[config.mk]
export PLATFORM = sky130hd
export DESIGN_NAME = fsmon_top
export DESIGN_NICKNAME = d
export VERILOG_FILES = /design/src/verilog/fsmon_pkg.sv /design/src/verilog/fsmon_top.sv /design/src/verilog/fsmon_sampler.sv
export VERILOG_INCLUDE_DIRS = /design/src /design/src/verilog
export SDC_FILE = /design/constraint.sdc
export NUM_CORES = 1
export LEC_CHECK = 0
export ABC_AREA = 1
export BUFFER_PORTS_ARGS = -buffer_cell sky130_fd_sc_hd__buf_2
export CAP_MARGIN = 20
export CORE_MARGIN = 2
export CORE_UTILIZATION = 64
export CTS_BUF_LIST = sky130_fd_sc_hd__clkbuf_8
export DETAILED_ROUTE_END_ITERATION = 12
export PLACE_DENSITY = 0.9
export SYNTH_ARGS = -nofsm -noshare
export SYNTH_HDL_FRONTEND = slang
export SYNTH_SLANG_ARGS = --single-unit
[constraint.sdc]
create_clock -name clk_sys_i -period 3.8 [get_ports clk_sys_i]
set_clock_uncertainty 0.1 [all_clocks]
set_input_delay 0.57 -clock clk_sys_i [delete_from_list [all_inputs] [get_ports clk_sys_i]]
set_output_delay 0.57 -clock clk_sys_i [all_outputs]
set_load 0.01 [all_outputs]
[src/verilog/fsmon_map.svh]
// fsmon_map.svh: offsets, field positions, reset values, timing counts
// assumes: included by bare name from the package and the design files
// How it works
// - entering idle selects the source named in the oscillator control register, sleep the internal RC; monitoring continues only on the primary.
// - a failure with the failure interrupt enabled keeps code running on the internal RC clock and never returns to the failed source.
// - after a failure with the interrupt disabled, any interrupt in idle restarts execution clocked by the internal RC.
// - failure can be caught once monitoring starts after reset or wake, and it starts at once for the external clock or internal RC modes.
// - crystal modes run from the internal RC after reset or wake until the start-up timer has expired, and in the multiplier mode the PLL lock timer too.
// - once the primary clock is stable the internal RC stops being the device clock and becomes the monitor's sampling reference.
// - the start-up masking also hides an oscillator that never starts, so no failure flag is raised then.
// - choosing another clock and power-managed mode while the primary is still stabilising disables the primary at once.
`ifndef FSMON_MAP_SVH
`define FSMON_MAP_SVH

`define FSMON_ADDR_W 4
`define FSMON_DATA_W 8
`define FSMON_CTRL_OFS 4'h0
`define FSMON_STAT_OFS 4'h4
`define FSMON_CTRL_RST 8'h20

// control fields
`define FSMON_C_SRC 0
`define FSMON_C_PWR_LO 1
`define FSMON_C_FIE 3
`define FSMON_C_OSC_LO 4

// status fields
`define FSMON_S_STABLE 0
`define FSMON_S_FAIL 1
`define FSMON_S_ON_RC 2
`define FSMON_S_MON 3
`define FSMON_S_PWR_LO 4

// power request codes in the control register
`define FSMON_PWR_IDLE_CODE 2'h1
`define FSMON_PWR_SLEEP_CODE 2'h2

// timing
`define FSMON_CLK_MHZ 125
`define FSMON_OST_EDGES 11'h400
`define FSMON_PLL_LOCK_US 2000
`define FSMON_PLL_LOCK_CYC (`FSMON_PLL_LOCK_US * `FSMON_CLK_MHZ)
`define FSMON_MISS_TICKS 2'h2

`endif

[src/verilog/fsmon_pkg.sv]
// fsmon_pkg: types shared by the clock monitor files
// assumes: fsmon_map.svh is on the include path
`include "fsmon_map.svh"

package fsmon_pkg;

  typedef enum logic [2:0] {
    OSC_EXT_CLOCK,
    OSC_INT_RC,
    OSC_STD_CRYSTAL,
    OSC_FAST_CRYSTAL,
    OSC_FAST_CRYSTAL_MULT
  } fsmon_osc_e;

  typedef enum logic [1:0] {
    PWR_RUN,
    PWR_IDLE,
    PWR_SLEEP
  } fsmon_pwr_e;

  typedef enum logic [2:0] {
    CK_START,
    CK_PRIMARY,
    CK_FAILED,
    CK_ALT,
    CK_SLEEP
  } fsmon_ck_e;

  typedef struct packed {
    logic spare;
    fsmon_osc_e osc;
    logic fail_int_en;
    logic [1:0] pwr_req;
    logic src_rc;
  } fsmon_ctrl_s;

  typedef struct packed {
    logic [`FSMON_ADDR_W-1:0] addr;
    logic [`FSMON_DATA_W-1:0] wdata;
    logic wr;
    logic rd;
  } fsmon_req_s;

endpackage

[src/verilog/fsmon_top.sv]
// fsmon_top: fail-safe clock monitor and device clock selection
// assumes: primary and RC clocks arrive as asynchronous pins, the
// wake request as an asynchronous level, registers over a plain port
//
// The plain strobed port and the register offsets are this design's own decisions.
`include "fsmon_map.svh"

module fsmon_top #(
  parameter int unsigned PLL_LOCK_CYC = `FSMON_PLL_LOCK_CYC
) (
  // clock and reset
  input wire logic clk_sys_i,
  input wire logic sys_rst_i,
  // register port
  input fsmon_pkg::fsmon_req_s req_i,
  output logic [`FSMON_DATA_W-1:0] rd_data_o,
  // oscillator pins
  input wire logic prim_clk_i,
  input wire logic rc_clk_i,
  // interrupt and wake request
  input wire logic wake_irq_i,
  // clock control outputs
  output logic clk_sel_rc_o,
  output logic prim_osc_en_o,
  output logic cpu_run_o,
  output logic monitor_on_o,
  output logic fail_flag_o
);

  import fsmon_pkg::*;

  localparam logic [17:0] PLL_END = 18'(PLL_LOCK_CYC);

  // synchronisers: only stage 2 (bit 1) is read by logic
  logic [1:0] prim_sync;
  logic [1:0] rc_sync;
  logic [1:0] irq_sync;

  always_ff @(posedge clk_sys_i or posedge sys_rst_i) begin
    if (sys_rst_i) begin
      prim_sync <= 2'h0;
      rc_sync <= 2'h0;
      irq_sync <= 2'h0;
    end else begin
      prim_sync <= {prim_sync[0], prim_clk_i};
      rc_sync <= {rc_sync[0], rc_clk_i};
      irq_sync <= {irq_sync[0], wake_irq_i};
    end
  end

  logic prim_rise;
  logic fail_pulse;

  fsmon_sampler u_sampler (
    .clk_sys_i(clk_sys_i),
    .sys_rst_i(sys_rst_i),
    .enable_i(monitor_on_o),
    .prim_lvl_i(prim_sync[1]),
    .rc_lvl_i(rc_sync[1]),
    .prim_rise_o(prim_rise),
    .fail_o(fail_pulse)
  );

  fsmon_ck_e ck_q;
  fsmon_ck_e next_ck;
  fsmon_pwr_e pwr_q;
  fsmon_pwr_e next_pwr;
  fsmon_ctrl_s ctrl_q;
  fsmon_ctrl_s next_ctrl;
  logic fail_q;
  logic next_fail;
  logic [10:0] ost_cnt;
  logic [10:0] next_ost;
  logic [17:0] pll_cnt;
  logic [17:0] next_pll;
  logic [`FSMON_DATA_W-1:0] next_rd;
  logic [`FSMON_DATA_W-1:0] stat_v;
  logic next_sel_rc;
  logic next_osc_en;
  logic next_run;
  logic next_mon;
  logic ctrl_wr;
  logic stat_wr;
  logic crystal;
  logic alt_req;
  logic fail_hit;

  always_comb begin
    ctrl_wr = req_i.wr && (req_i.addr == `FSMON_CTRL_OFS);
    stat_wr = req_i.wr && (req_i.addr == `FSMON_STAT_OFS);
    crystal = ctrl_q.osc inside {OSC_STD_CRYSTAL, OSC_FAST_CRYSTAL,
                                 OSC_FAST_CRYSTAL_MULT};
    fail_hit = fail_pulse && monitor_on_o;
    alt_req = ctrl_wr && req_i.wdata[`FSMON_C_SRC] &&
              (req_i.wdata[`FSMON_C_PWR_LO +: 2] == `FSMON_PWR_IDLE_CODE);
    next_ctrl = ctrl_q;
    next_pwr = pwr_q;
    next_ck = ck_q;
    next_ost = ost_cnt;
    next_pll = pll_cnt;
    next_fail = fail_q;

    // power mode requests from software
    if (ctrl_wr) begin
      next_ctrl = fsmon_ctrl_s'(req_i.wdata);
      next_ctrl.spare = 1'b0;
      case (req_i.wdata[`FSMON_C_PWR_LO +: 2])
        `FSMON_PWR_IDLE_CODE: begin
          next_pwr = PWR_IDLE;
        end
        `FSMON_PWR_SLEEP_CODE: begin
          next_pwr = PWR_SLEEP;
        end
        default: begin
          next_pwr = PWR_RUN;
        end
      endcase
    end

    // leaving idle or sleep
    if (pwr_q == PWR_IDLE) begin
      if (irq_sync[1]) begin
        next_pwr = PWR_RUN;
      end
      if (fail_q && ctrl_q.fail_int_en) begin
        next_pwr = PWR_RUN;
      end
    end
    if (pwr_q == PWR_SLEEP && irq_sync[1]) begin
      next_pwr = PWR_RUN;
    end

    case (ck_q)
      CK_START: begin
        if (alt_req) begin
          next_ck = CK_ALT;
        end else if (next_pwr == PWR_SLEEP) begin
          next_ck = CK_SLEEP;
        end else if (!crystal) begin
          next_ck = CK_PRIMARY;
        end else if (ost_cnt != `FSMON_OST_EDGES) begin
          if (prim_rise) begin
            next_ost = ost_cnt + 11'h1;
          end
        end else if (ctrl_q.osc == OSC_FAST_CRYSTAL_MULT &&
                     pll_cnt != PLL_END) begin
          next_pll = pll_cnt + 18'h1;
        end else begin
          next_ck = CK_PRIMARY;
        end
      end
      CK_PRIMARY: begin
        if (fail_hit) begin
          next_ck = CK_FAILED;
        end else if (next_pwr == PWR_SLEEP) begin
          next_ck = CK_SLEEP;
        end
      end
      CK_ALT: begin
        if (next_pwr == PWR_SLEEP) begin
          next_ck = CK_SLEEP;
        end
      end
      CK_SLEEP: begin
        // wake restarts the whole start-up sequence
        if (next_pwr == PWR_RUN) begin
          next_ck = CK_START;
          next_ost = 11'h0;
          next_pll = 18'h0;
        end
      end
      CK_FAILED: begin
        next_ck = CK_FAILED;
      end
      default: begin
        next_ck = CK_START;
      end
    endcase

    // set wins over a same-cycle clear
    if (stat_wr && req_i.wdata[`FSMON_S_FAIL]) begin
      next_fail = 1'b0;
    end
    if (fail_hit) begin
      next_fail = 1'b1;
    end

    next_sel_rc = (next_ck != CK_PRIMARY) || next_ctrl.src_rc;
    next_osc_en = (next_ck == CK_START) || (next_ck == CK_PRIMARY);
    next_run = (next_pwr == PWR_RUN);
    // masked throughout start-up, so a dead crystal raises nothing
    next_mon = (next_ck == CK_PRIMARY) && !next_ctrl.src_rc;

    stat_v = '0;
    stat_v[`FSMON_S_STABLE] = (ck_q == CK_PRIMARY);
    stat_v[`FSMON_S_FAIL] = fail_q;
    stat_v[`FSMON_S_ON_RC] = clk_sel_rc_o;
    stat_v[`FSMON_S_MON] = monitor_on_o;
    stat_v[`FSMON_S_PWR_LO +: 2] = pwr_q;
    next_rd = '0;
    if (req_i.rd) begin
      case (req_i.addr)
        `FSMON_CTRL_OFS: begin
          next_rd = ctrl_q;
        end
        `FSMON_STAT_OFS: begin
          next_rd = stat_v;
        end
        default: begin
          next_rd = '0;
        end
      endcase
    end
  end

  always_ff @(posedge clk_sys_i or posedge sys_rst_i) begin
    if (sys_rst_i) begin
      ck_q <= CK_START;
      pwr_q <= PWR_RUN;
      ctrl_q <= fsmon_ctrl_s'(`FSMON_CTRL_RST);
      fail_q <= 1'b0;
      ost_cnt <= 11'h0;
      pll_cnt <= 18'h0;
      rd_data_o <= '0;
      clk_sel_rc_o <= 1'b1;
      prim_osc_en_o <= 1'b1;
      cpu_run_o <= 1'b1;
      monitor_on_o <= 1'b0;
      fail_flag_o <= 1'b0;
    end else begin
      ck_q <= next_ck;
      pwr_q <= next_pwr;
      ctrl_q <= next_ctrl;
      fail_q <= next_fail;
      ost_cnt <= next_ost;
      pll_cnt <= next_pll;
      rd_data_o <= next_rd;
      clk_sel_rc_o <= next_sel_rc;
      prim_osc_en_o <= next_osc_en;
      cpu_run_o <= next_run;
      monitor_on_o <= next_mon;
      fail_flag_o <= next_fail;
    end
  end
endmodule

[src/verilog/fsmon_sampler.sv]
// fsmon_sampler: checks primary edges against internal RC ticks
// assumes: both level inputs already passed a two-stage synchroniser
`include "fsmon_map.svh"

module fsmon_sampler (
  // clock and reset
  input wire logic clk_sys_i,
  input wire logic sys_rst_i,
  // control
  input wire logic enable_i,
  // synchronised clock levels
  input wire logic prim_lvl_i,
  input wire logic rc_lvl_i,
  // results
  output logic prim_rise_o,
  output logic fail_o
);

  logic prim_q;
  logic rc_q;
  logic seen;
  logic next_seen;
  logic [1:0] miss;
  logic [1:0] next_miss;
  logic next_fail;
  logic rc_rise;

  // edges only visible below half the system clock rate
  always_comb begin
    prim_rise_o = prim_lvl_i && !prim_q;
    rc_rise = rc_lvl_i && !rc_q;
    next_seen = seen;
    next_miss = miss;
    next_fail = 1'b0;
    if (!enable_i) begin
      next_seen = 1'b0;
      next_miss = 2'h0;
    end else begin
      if (rc_rise) begin
        next_seen = 1'b0;
        if (seen) begin
          next_miss = 2'h0;
        end else if (miss == `FSMON_MISS_TICKS - 2'h1) begin
          // two empty windows so a phase slip on enable is not a failure
          next_fail = 1'b1;
          next_miss = 2'h0;
        end else begin
          next_miss = miss + 2'h1;
        end
      end
      if (prim_rise_o) begin
        next_seen = 1'b1;
      end
    end
  end

  always_ff @(posedge clk_sys_i or posedge sys_rst_i) begin
    if (sys_rst_i) begin
      prim_q <= 1'b0;
      rc_q <= 1'b0;
      seen <= 1'b0;
      miss <= 2'h0;
      fail_o <= 1'b0;
    end else begin
      prim_q <= prim_lvl_i;
      rc_q <= rc_lvl_i;
      seen <= next_seen;
      miss <= next_miss;
      fail_o <= next_fail;
    end
  end

endmodule

==> run summary, run 1 <==
FFs w/ async S/R, synth = 100%
net count after synthesis = 515
syn avg cell area = 7.34 µm²
post-synthesis register bit count = 65
top cells by area, synth = dfrtp_1 42%, nand2_1 16%, nor2_1 6.8%
DR DRC count = 0
Logic pwr share = 29.7%
vias in the first global route = 3151
Non-Filler Instances = 595
crit path capture type = flip-flop
synth warn = 0
Worst VDD drop = 0.359 mV
I/O Buffers = 29
root buf cell = clkbuf_8
Top Ports = 32
Flop pwr share = 39.0%
Multi-input gate area = 1700 µm²
worst min path class = in2async
NumNets Final = 541
Clock Sinks = 65
Chip Height = 79.1 µm
Rel. slew slack = 51.6%
wire per inst = 13.0 µm
Max-cap violations = 0
TritonCTS clock tree = done
area of the core = 5470 µm²
most frequent cell after synthesis = nand2_1
GRT Overall Usage = 28.3%
Switching Power = 0.860 mW
Final setup viols = 0
synthesized cell area = 3610 µm²
Total Wirelength = 7750 µm
# resized after CTS = 0
RSZ-0062 raised after global routing = false
via/cell ratio = 5.52
DRT iter0 DRCs = 244
Least-Margin Pin Slew = 0.723 ns
htree depth = 3
DP Cell Count = 579
Layout area overhead = 11.6%
postcts setup bufs = 0
hold-fix buffer count after cts = 0
DP Wirelength = 5280 µm
WP data arrival = 2.95 ns
sw frac = 36.8%
min cycle time layout = 2.77 ns
TritonRoute pass-1 iters = 5
fmax = 0.361 GHz
Reg clk slew, reported paths = 0.07 ns
layout cell share with drive strength beyond 1 = 12.4%
first-pass GRT wire length = 13900 µm
die area = 6260 µm²
Rows = 27
Post-synth EDFFs = 0
Distinct cells, synth = 33
CTS buffer count = 9
area leader, netlist = dfrtp_1
Final Hold Viols = 0
Initial Utilization = 66.0%
Worst Path Required = 3.98 ns
Most used DFF post-synth = dfrtp_1
synth cell count leaders = 153 x nand2_1, 65 x nor2_1, 61 x dfrtp_1, 51 x inv_1, 39 x nand3_1
crit path max fanout = 12
PnR Total Power = 2.34 mW
ANT nets after route = 0
register area share after synthesis = 45.2%
Pwr Density = 579 nW/µm²
max-slew violation count = 0
Synth top area share = 42.3%
ant diodes = 0
GRT overflow = 0
CTS Buffer Depth = 2
Final GP Congestion = 0.865
Final period util = 73.0%
Pint = 1.48 mW
Clk pwr share = 31.3%
DR vias = 3287
leakage dissipation = 2.05 nW
die width = 79.1 µm
Worst-Skew Late Latency = 0.34 ns
setup TNS = 0 ns
status = finished clean
CP Class = in2reg
Layout fillers = 410
pin count of the biggest net entering global routing = 30
initial antenna violation count = 0
Syn Inst Count = 492
nature of the critical path startpoint = primary input
storage element area = 1630 µm²
flip-flops by register name, indices dropped and copies added (netlist names):
| signal | count |
|---|---|
| ctrl_q | 7 |
| prim_osc_en_o | 1 |
| monitor_on_o | 1 |
| ost_cnt | 11 |
| pwr_q | 2 |
| u_sampler.prim_q | 1 |
| pll_cnt | 18 |
| rd_data_o | 7 |
| ck_q | 3 |
| fail_q | 1 |
| u_sampler.rc_q | 1 |
| prim_sync | 2 |
| cpu_run_o | 1 |
| u_sampler.fail_o | 1 |
| u_sampler.miss | 2 |
| u_sampler.seen | 1 |
| irq_sync | 2 |
| clk_sel_rc_o | 1 |
| rc_sync | 2 |
cell usage in the layout, fill, tap and decap left out, types with 4 or more instances in the layout:
cell type | synthesis | final
dfstp_2 | 4 | 4
dfrtp_1 | 61 | 61
xor2_1 | 9 | 9
nand2_1 | 153 | 153
a21oi_1 | 10 | 10
inv_1 | 51 | 50
nor2_1 | 65 | 64
buf_2 | 4 | 29
nor2_2 | 3 | 4
ha_1 | 4 | 4
nor3_1 | 16 | 16
o21ai_0 | 23 | 23
nand3_1 | 39 | 39
nand4_1 | 10 | 10
clkbuf_8 | 0 | 10
nor3b_1 | 5 | 5
layout make-up:
class | count | area share [%]
flip-flops and latches | 65 | 40.5
repair buffers | 32 | 4.16
multi-input cells | 359 | 42.1
well taps | 72 | 2.24
clock inverters | 6 | 2.86
clock buffers | 10 | 3.42
inverters | 51 | 4.75
per-layer routing:
metal / vias to the layer above / GRT usage [%] / share of wire (%)
li1: 1610 / - / -
met1: 1576 / 35.5 / 44
met2: 89 / 47.3 / 50
met3: 12 / 5.57 / 4.3
met4: 0 / 12.6 / 1.5
met5: - / 0 / 0
through the flow:
| stage | hold WS [ns] | setup WS [ns] | util (%) | instance area [µm²] |
|---|---|---|---|---|
| after global routing | 0.205 | 0.745 | 73.6 | 4030 |
| final | 0.164 | 1.03 | 73.6 | 4030 |
| after global placement | 0.233 | 0.895 | 69.0 | 3780 |
| after floorplan | 0.231 | 1.51 | - | 3610 |
| after detailed placement | 0.239 | 0.787 | 69.0 | 3780 |
| after CTS | 0.179 | 1.06 | 73.6 | 4030 |
worst max-delay path, stage by stage:
cell and delay, ns:
buf_2 0.11, nor2_2 0.19, nand2_2 0.12, nor2_4 0.24
nand2_1 0.08, nand3_1 0.16, nand2_2 0.12, nand2_1 0.11
nand3_1 0.32, nor2_1 0.68, nand2_1 0.13, nand2_1 0.10
cell families (layout without fill, tap and decap cells):
group,after synthesis,after routing,synth area share (%)
AOI/OAI and AO/OA,39,39,6.06
xor gates and xnor gates,12,12,2.91
adders and majority gates,4,4,1.39
buffers and inverters,68,99,7.93
DFF,65,65,45.2
other,1,1,0.104
and+or+nand+nor,303,303,36.4
worst paths after layout:
check                           slack [ns]    startpoint  cells past startpoint           end
worst max register to register        1.10       ck_q[0]                     10    ost_cnt[2]
max in group asynchronous             2.67     sys_rst_i                      3     ctrl_q[5]
worst min register to register        0.25  prim_sync[0]                      0  prim_sync[1]
worst max-delay path                  1.03     req_i[11]                     12    ost_cnt[2]
worst min-delay path                  0.16     sys_rst_i                      2    ost_cnt[3]
min in group clk_sys_i                0.23      rc_clk_i                      1    rc_sync[0]
power by group through the flow:
stage / clock, mW / sequential (mW) / combinational, mW
after global placement: 0 / 0.910 / 0.657
after CTS: 0.735 / 0.907 / 0.694
after global routing: 0.774 / 0.924 / 0.800
after floorplan: 0 / 0.899 / 0.552
final: 0.730 / 0.911 / 0.694
after detailed placement: 0 / 0.915 / 0.687
Note: power is estimated with default switching activity, not from simulation.
==> run 2: changes to the inputs <==
--- a/config.mk
+++ b/config.mk
@@ -10,10 +10,10 @@
 export BUFFER_PORTS_ARGS = -buffer_cell sky130_fd_sc_hd__buf_2
 export CAP_MARGIN = 20
 export CORE_MARGIN = 2
-export CORE_UTILIZATION = 64
+export CORE_UTILIZATION = 56
 export CTS_BUF_LIST = sky130_fd_sc_hd__clkbuf_8
 export DETAILED_ROUTE_END_ITERATION = 12
-export PLACE_DENSITY = 0.9
+export PLACE_DENSITY = 0.84
 export SYNTH_ARGS = -nofsm -noshare
 export SYNTH_HDL_FRONTEND = slang
 export SYNTH_SLANG_ARGS = --single-unit
==> constraint.sdc (replaced) <==
create_clock -name clk_sys_i -period 2.3 [get_ports clk_sys_i]
set_clock_uncertainty 0.1 [all_clocks]
set_input_delay 0.345 -clock clk_sys_i [delete_from_list [all_inputs] [get_ports clk_sys_i]]
set_output_delay 0.345 -clock clk_sys_i [all_outputs]
set_load 0.01 [all_outputs]
==> run 2 against run 1 <==
  * Worst hold slack lost 0.076 ns
  * Utilization fell by 8.1 points
  * Register-to-register slack worse by 0.82 ns
  * Wire length rose by 2.3%
  * Global-route usage shrank 4.3 points
  * First-iteration DRC count rose by 26%
  * Sequential power rose by 65%
  * Worst setup slack got worse by 0.75 ns
  * Sequential share of layout area fell by 0.79 points
  * Final area up 2.1%
  * Critical path type is now reg2reg
  * Critical endpoint is now pll_cnt[2]
  * Largest cell class unchanged
  * Largest power group unchanged
==> run summary, run 2 (synthesis gave the netlist of run 1 again) <==
Worst-Skew Late Latency = 0.36 ns (+0.02 ns)
DRT iter0 DRCs = 307 (+26%)
CTS buffer count = 9 (unchanged)
Clock Sinks = 65 (unchanged)
DP Wirelength = 5590 µm (+5.8%)
NumNets Final = 554 (+2.4%)
layout cell share with drive strength beyond 1 = 14.0% (+1.6 points)
DR vias = 3268 (-0.58%)
post-layout worst setup margin = 0.278 ns (-0.748 ns)
Initial Utilization = 57.5% (-8.5 points)
root buf cell = clkbuf_8
Chip Height = 84.3 µm (+6.6%)
initial antenna violation count = 0 (unchanged)
vias in the first global route = 3100 (-1.6%)
TritonCTS clock tree = done
nature of the critical path startpoint = flip-flop
Final setup viols = 0 (unchanged)
first-pass GRT wire length = 13700 µm (-1.2%)
crit path capture type = flip-flop
Final GP Congestion = 0.898 (+3.8%)
area of the core = 6280 µm² (+15%)
crit path max fanout = 18 (+6)
Final Hold Viols = 0 (unchanged)
Rel. slew slack = 57.8% (+6.2 points)
R2R cell count = 14 (+4)
Place WS = 0.148 ns (-0.639 ns)
Layout area overhead = 13.9%
WP data arrival = 2.17 ns (-0.78 ns)
slack of the worst reg-to-reg path = 0.28 ns (-0.82 ns)
max-slew violation count = 0 (unchanged)
CP Class = reg2reg
leakage dissipation = 2.10 nW (+2.1%)
DR DRC count = 0 (unchanged)
Worst Path Required = 2.45 ns (-1.53 ns)
GRT Overall Usage = 24.0% (-4.3 points)
Hold Path Origin = req_i[5]
CTS Buffer Depth = 2 (unchanged)
htree depth = 3 (unchanged)
status = finished clean
Hold Crit Depth = 3
ant diodes = 0 (unchanged)
worst min path class = in2reg
ANT nets after route = 0 (unchanged)
Hold Path Sink = ctrl_q[3]
reg2reg start = pll_cnt[0]
Largest regs = pll_cnt x18, ost_cnt x11
I/O Buffers = 29 (unchanged)
Worst VDD drop = 0.613 mV (+71%)
Max-cap violations = 0 (unchanged)
Rows = 29 (+7.4%)
fmax = 0.495 GHz
Reg-to-Reg End = pll_cnt[2]
commonest non-fill, non-tap cell in the layout = nand2_1
max reg flops = 18 (unchanged)
min cycle time layout = 2.02 ns
pin count of the biggest net entering global routing = 31 (+3.3%)
wire per inst = 12.9 µm (-0.68%)
GRT overflow = 0 (unchanged)
Reg with most FFs = pll_cnt
commonest non-fill, non-tap cells in the layout = 153 x nand2_1, 64 x nor2_1, 60 x dfrtp_1
via/cell ratio = 5.33 (-3.5%)
Final period util = 87.9%
DP Cell Count = 593 (+2.4%)
TritonRoute pass-1 iters = 5 (unchanged)
die area = 7110 µm² (+14%)
Non-Filler Instances = 613 (+3.0%)
setup TNS = 0 ns (unchanged)
Reg clk slew, reported paths = 0.08 ns (about the same)
die width = 84.3 µm (+6.6%)
RSZ-0062 raised after global routing = false
Least-Margin Pin Slew = 0.632 ns (-0.0911 ns)
Total Wirelength = 7930 µm (+2.3%)
Pwr Density = 918 nW/µm² (+58%)
Top Ports = 32 (unchanged)
run 2: cell type report:
type | instances | area [µm²]
clock buffers | 9 | 124
clock inverters | 7 | 85.1
fillers | 537 | 2160
inverters | 51 | 191
multi-input cells | 359 | 1700
flip-flops and latches | 65 | 1630
well taps | 77 | 96.3
repair buffers | 45 | 288
run 2: power by group:
part	internal (mW)	total, mW	switching [mW]
Combinational	0.427	1.24	0.809
Clock	0.522	1.04	0.518
Sequential	1.34	1.50	0.166
run 2: per-layer routing:
layer	vias up	global-route usage (%)	wire [µm]
met1	1492	31.2	3570
met4	0	10.3	178
li1	1634	-	-
met2	123	39.1	3720
met3	19	4.72	454
met5	-	0	0
run 2: worst max path at each step:
stage / end / startpoint / cells past startpoint
floorplan: ck_q[0] / sys_rst_i / 1
global placement: ost_cnt[8] / req_i[11] / 12
detailed placement: ost_cnt[5] / req_i[11] / 12
CTS: pll_cnt[2] / pll_cnt[0] / 14
global route: ost_cnt[5] / ost_cnt[0] / 9
finish: pll_cnt[2] / pll_cnt[0] / 14
run 2: metrics by stage:
stage                     hold WS [ns]  cell area (µm²)  utilization (%)  power [mW]
after floorplan                  0.231             3610                -        2.40
after global placement           0.233             3860             61.6        2.68
after detailed placement         0.241             3860             61.6        2.74
after CTS                       0.0800             4110             65.5        3.79
after global routing            0.0807             4110             65.5        4.03
final                           0.0880             4110             65.5        3.78
run 2: repair_timing:
item / 4_1_cts / 5_1_grt
buffers inserted: 0 / 0
setup endpoints to repair: 0 / 6
hold buffers: 4 / 0
hold endpoints to repair: 28 / 0
resized for setup: 0 / 1
run 2: worst max-delay path: stages (launching register included):
cell     delay [ns]
dfrtp_2        0.43
inv_1          0.07
ha_1           0.19
nand2_1        0.06
inv_1          0.04
nand2_1        0.05
nor2_1         0.04
nand3_1        0.07
nand2_1        0.09
nand2_1        0.07
nand2_1        0.07
nor2_4         0.26
nand2_4        0.20
nand2_1        0.11
nand2_1        0.05
==> run 3: changes to the inputs <==
==> constraint.sdc (replaced) <==
create_clock -name clk_sys_i -period 2.3 [get_ports clk_sys_i]
set_clock_uncertainty 0.1 [all_clocks]
set_input_delay 0.46 -clock clk_sys_i [delete_from_list [all_inputs] [get_ports clk_sys_i]]
set_output_delay 0.46 -clock clk_sys_i [all_outputs]
set_load 0.01 [all_outputs]
==> run 3 against run 2 <==
  * Non-clock buffer count down 3
  * Combinational power about the same
  * Worst hold slack worse by 0.022 ns
  * Sequential share of layout area up 0.090 points
  * Critical path depth down 4
  * Wire length down 2.1%
  * Maximum frequency down 6.5%
  * Critical path type unchanged
  * Highest routed layer unchanged
==> run summary, run 3 (synthesis gave the netlist of run 1 again) <==
status = finished clean
die width = 84.3 µm (unchanged)
Chip Height = 84.3 µm (unchanged)
Largest regs = pll_cnt x18, ost_cnt x11
setup TNS = 0 ns (unchanged)
Total Wirelength = 7760 µm (-2.1%)
fmax = 0.463 GHz (-6.5%)
NumNets Final = 551 (-0.54%)
htree depth = 3 (unchanged)
Reg-to-Reg End = pll_cnt[9]
crit-path max cell delay = 0.47 ns (+0.04 ns)
storage element area = 1630 µm² (about the same)
hold-fix buffer count after cts = 0 (-4)
Rows = 29 (unchanged)
root buf cell = clkbuf_8
Placed Area = 3870 µm² (+0.19%)
Worst Setup EP = pll_cnt[9]
ant diodes = 0 (unchanged)
Final Hold Viols = 0 (unchanged)
first-pass GRT wire length = 13500 µm (-1.5%)
Clock Sinks = 65 (unchanged)
Buf+Inv Stages, Crit Path = 2 (unchanged)
Crit path top cell by count = nand2_1
commonest non-fill, non-tap cells in the layout = 153 x nand2_1, 64 x nor2_1, 61 x dfrtp_1
Worst VDD drop = 0.619 mV (+1.1%)
Rel. slew slack = 62.2% (+4.4 points)
Top Ports = 32 (unchanged)
GRT overflow = 0 (unchanged)
R2R cell count = 10 (-4)
DR vias = 3219 (-1.5%)
Reg clk slew, reported paths = 0.07 ns (about the same)
Multi-input gate area = 1700 µm² (unchanged)
vias in the first global route = 3060 (-1.3%)
nature of the critical path startpoint = flip-flop
Worst path slowest cell = a21oi_4
Non-Filler Instances = 610 (-0.49%)
PnR Total Power = 3.86 mW (+2.3%)
WP data arrival = 2.30 ns (+0.13 ns)
Layout fillers = 512 (-4.7%)
min cycle time layout = 2.16 ns (+0.140 ns)
Max-cap violations = 0 (unchanged)
max reg flops = 18 (unchanged)
DP Wirelength = 5500 µm (-1.5%)
TritonRoute pass-1 iters = 4 (-1)
layout cell share with drive strength beyond 1 = 13.9% (-0.11 points)
Final GP Congestion = 0.872 (-3.0%)
Initial Utilization = 57.5% (unchanged)
crit path capture type = flip-flop
Worst Path Required = 2.44 ns (about the same)
Layout area overhead = 13.5%
commonest non-fill, non-tap cell in the layout = nand2_1
RSZ-0062 raised after global routing = false
Worst-Skew Late Latency = 0.35 ns (about the same)
Final setup viols = 0 (unchanged)
initial antenna violation count = 0 (unchanged)
DP Cell Count = 594 (+0.17%)
CTS buffer count = 9 (unchanged)
CTS Buffer Depth = 2 (unchanged)
crit path max fanout = 19 (+1)
reg2reg start = ck_q[0]
CP startpoint = ck_q[0]
CP Class = reg2reg
Reg with most FFs = pll_cnt
pin count of the biggest net entering global routing = 66 (+110%)
area of the core = 6280 µm² (unchanged)
I/O Buffers = 29 (unchanged)
Least-Margin Pin Slew = 0.566 ns (-0.0660 ns)
worst hold slack = 0.0663 ns (-0.0217 ns)
Pwr Density = 942 nW/µm² (+2.6%)
Design Area, Final = 4100 µm² (-0.30%)
via/cell ratio = 5.28 (-1.0%)
max-slew violation count = 0 (unchanged)
# resized after CTS = 0 (unchanged)
worst min path class = in2async
TritonCTS clock tree = done
GRT Overall Usage = 23.6% (-0.39 points)
die area = 7110 µm² (unchanged)
DRT iter0 DRCs = 158 (-49%)
ANT nets after route = 0 (unchanged)
slack of the worst reg-to-reg path = 0.14 ns (-0.14 ns)
stages on the worst setup path = 10 (-4)
CP top delay family = simple AND/OR/NAND/NOR gates
DR DRC count = 0 (unchanged)
Final period util = 94.0% (+6.1 points)
wire per inst = 12.7 µm (-1.6%)
Critical Path, Cell by Cell = inv_1, nand2_1, nor2_1, buf_4, o211ai_1, nand2_1, a21oi_4, nand2_4, nand2_1, nand2_1
postcts setup bufs = 0 (unchanged)
leakage dissipation = 2.10 nW (+0.14%)
run 3: cell types whose count changed in the layout (fill, tap and decap cells not counted), sizes merged:
cell         change
buf              +1
clkbuf           +2
bufinv           +1
dlygate4sd3      -4
inv              -3
run 3: final cells by class:
type / instances / area share (%)
sequential: 65 / 39.8
multi-input combinational: 359 / 41.4
inverter: 51 / 4.67
tap: 77 / 2.35
timing repair buffer: 42 / 6.22
clock buffer: 11 / 3.69
clock inverter: 5 / 1.92
run 3: report_power, final:
group          internal [mW]  switching (mW)  total, mW
clock network          0.665           0.446       1.11
logic                  0.429           0.815       1.24
registers               1.33           0.174       1.51
run 3: worst min-delay path by stage:
stage / start / to / slack (ns) / depth (start not counted)
final: sys_rst_i / pll_cnt[4] / 0.07 / 3
after global routing: sys_rst_i / pll_cnt[3] / 0.1 / 3
after CTS: sys_rst_i / pll_cnt[3] / 0.08 / 3
after detailed placement: irq_sync[0] / irq_sync[1] / 0.24 / 0
after global placement: rc_sync[0] / rc_sync[1] / 0.23 / 0
after floorplan: irq_sync[0] / irq_sync[1] / 0.23 / 0
run 3: per-stage QoR:
step                setup WS [ns]  utilization (%)
finish                      0.138             65.3
global route              0.00968             65.3
CTS                         0.153             65.3
detailed placement        -0.0694             61.7
global placement           0.0227             61.7
floorplan                   0.120                -
run 3: worst reg2reg max path, cell delays in order (launching register included):
cell and delay (ns):
dfrtp_1 0.37, inv_1 0.07, nand2_1 0.11, nor2_1 0.07
buf_4 0.16, o211ai_1 0.11, nand2_1 0.12, a21oi_4 0.47
nand2_4 0.25, nand2_1 0.15, nand2_1 0.07
run 3: per-layer routing:
layer / up-vias / track usage (%) / share of wire (%)
li1: 1624 / - / -
met2: 81 / 37.2 / 47
met1: 1492 / 30.8 / 45
met3: 22 / 5.01 / 5.1
met5: - / 0 / 0
met4: 0 / 11.9 / 2.7
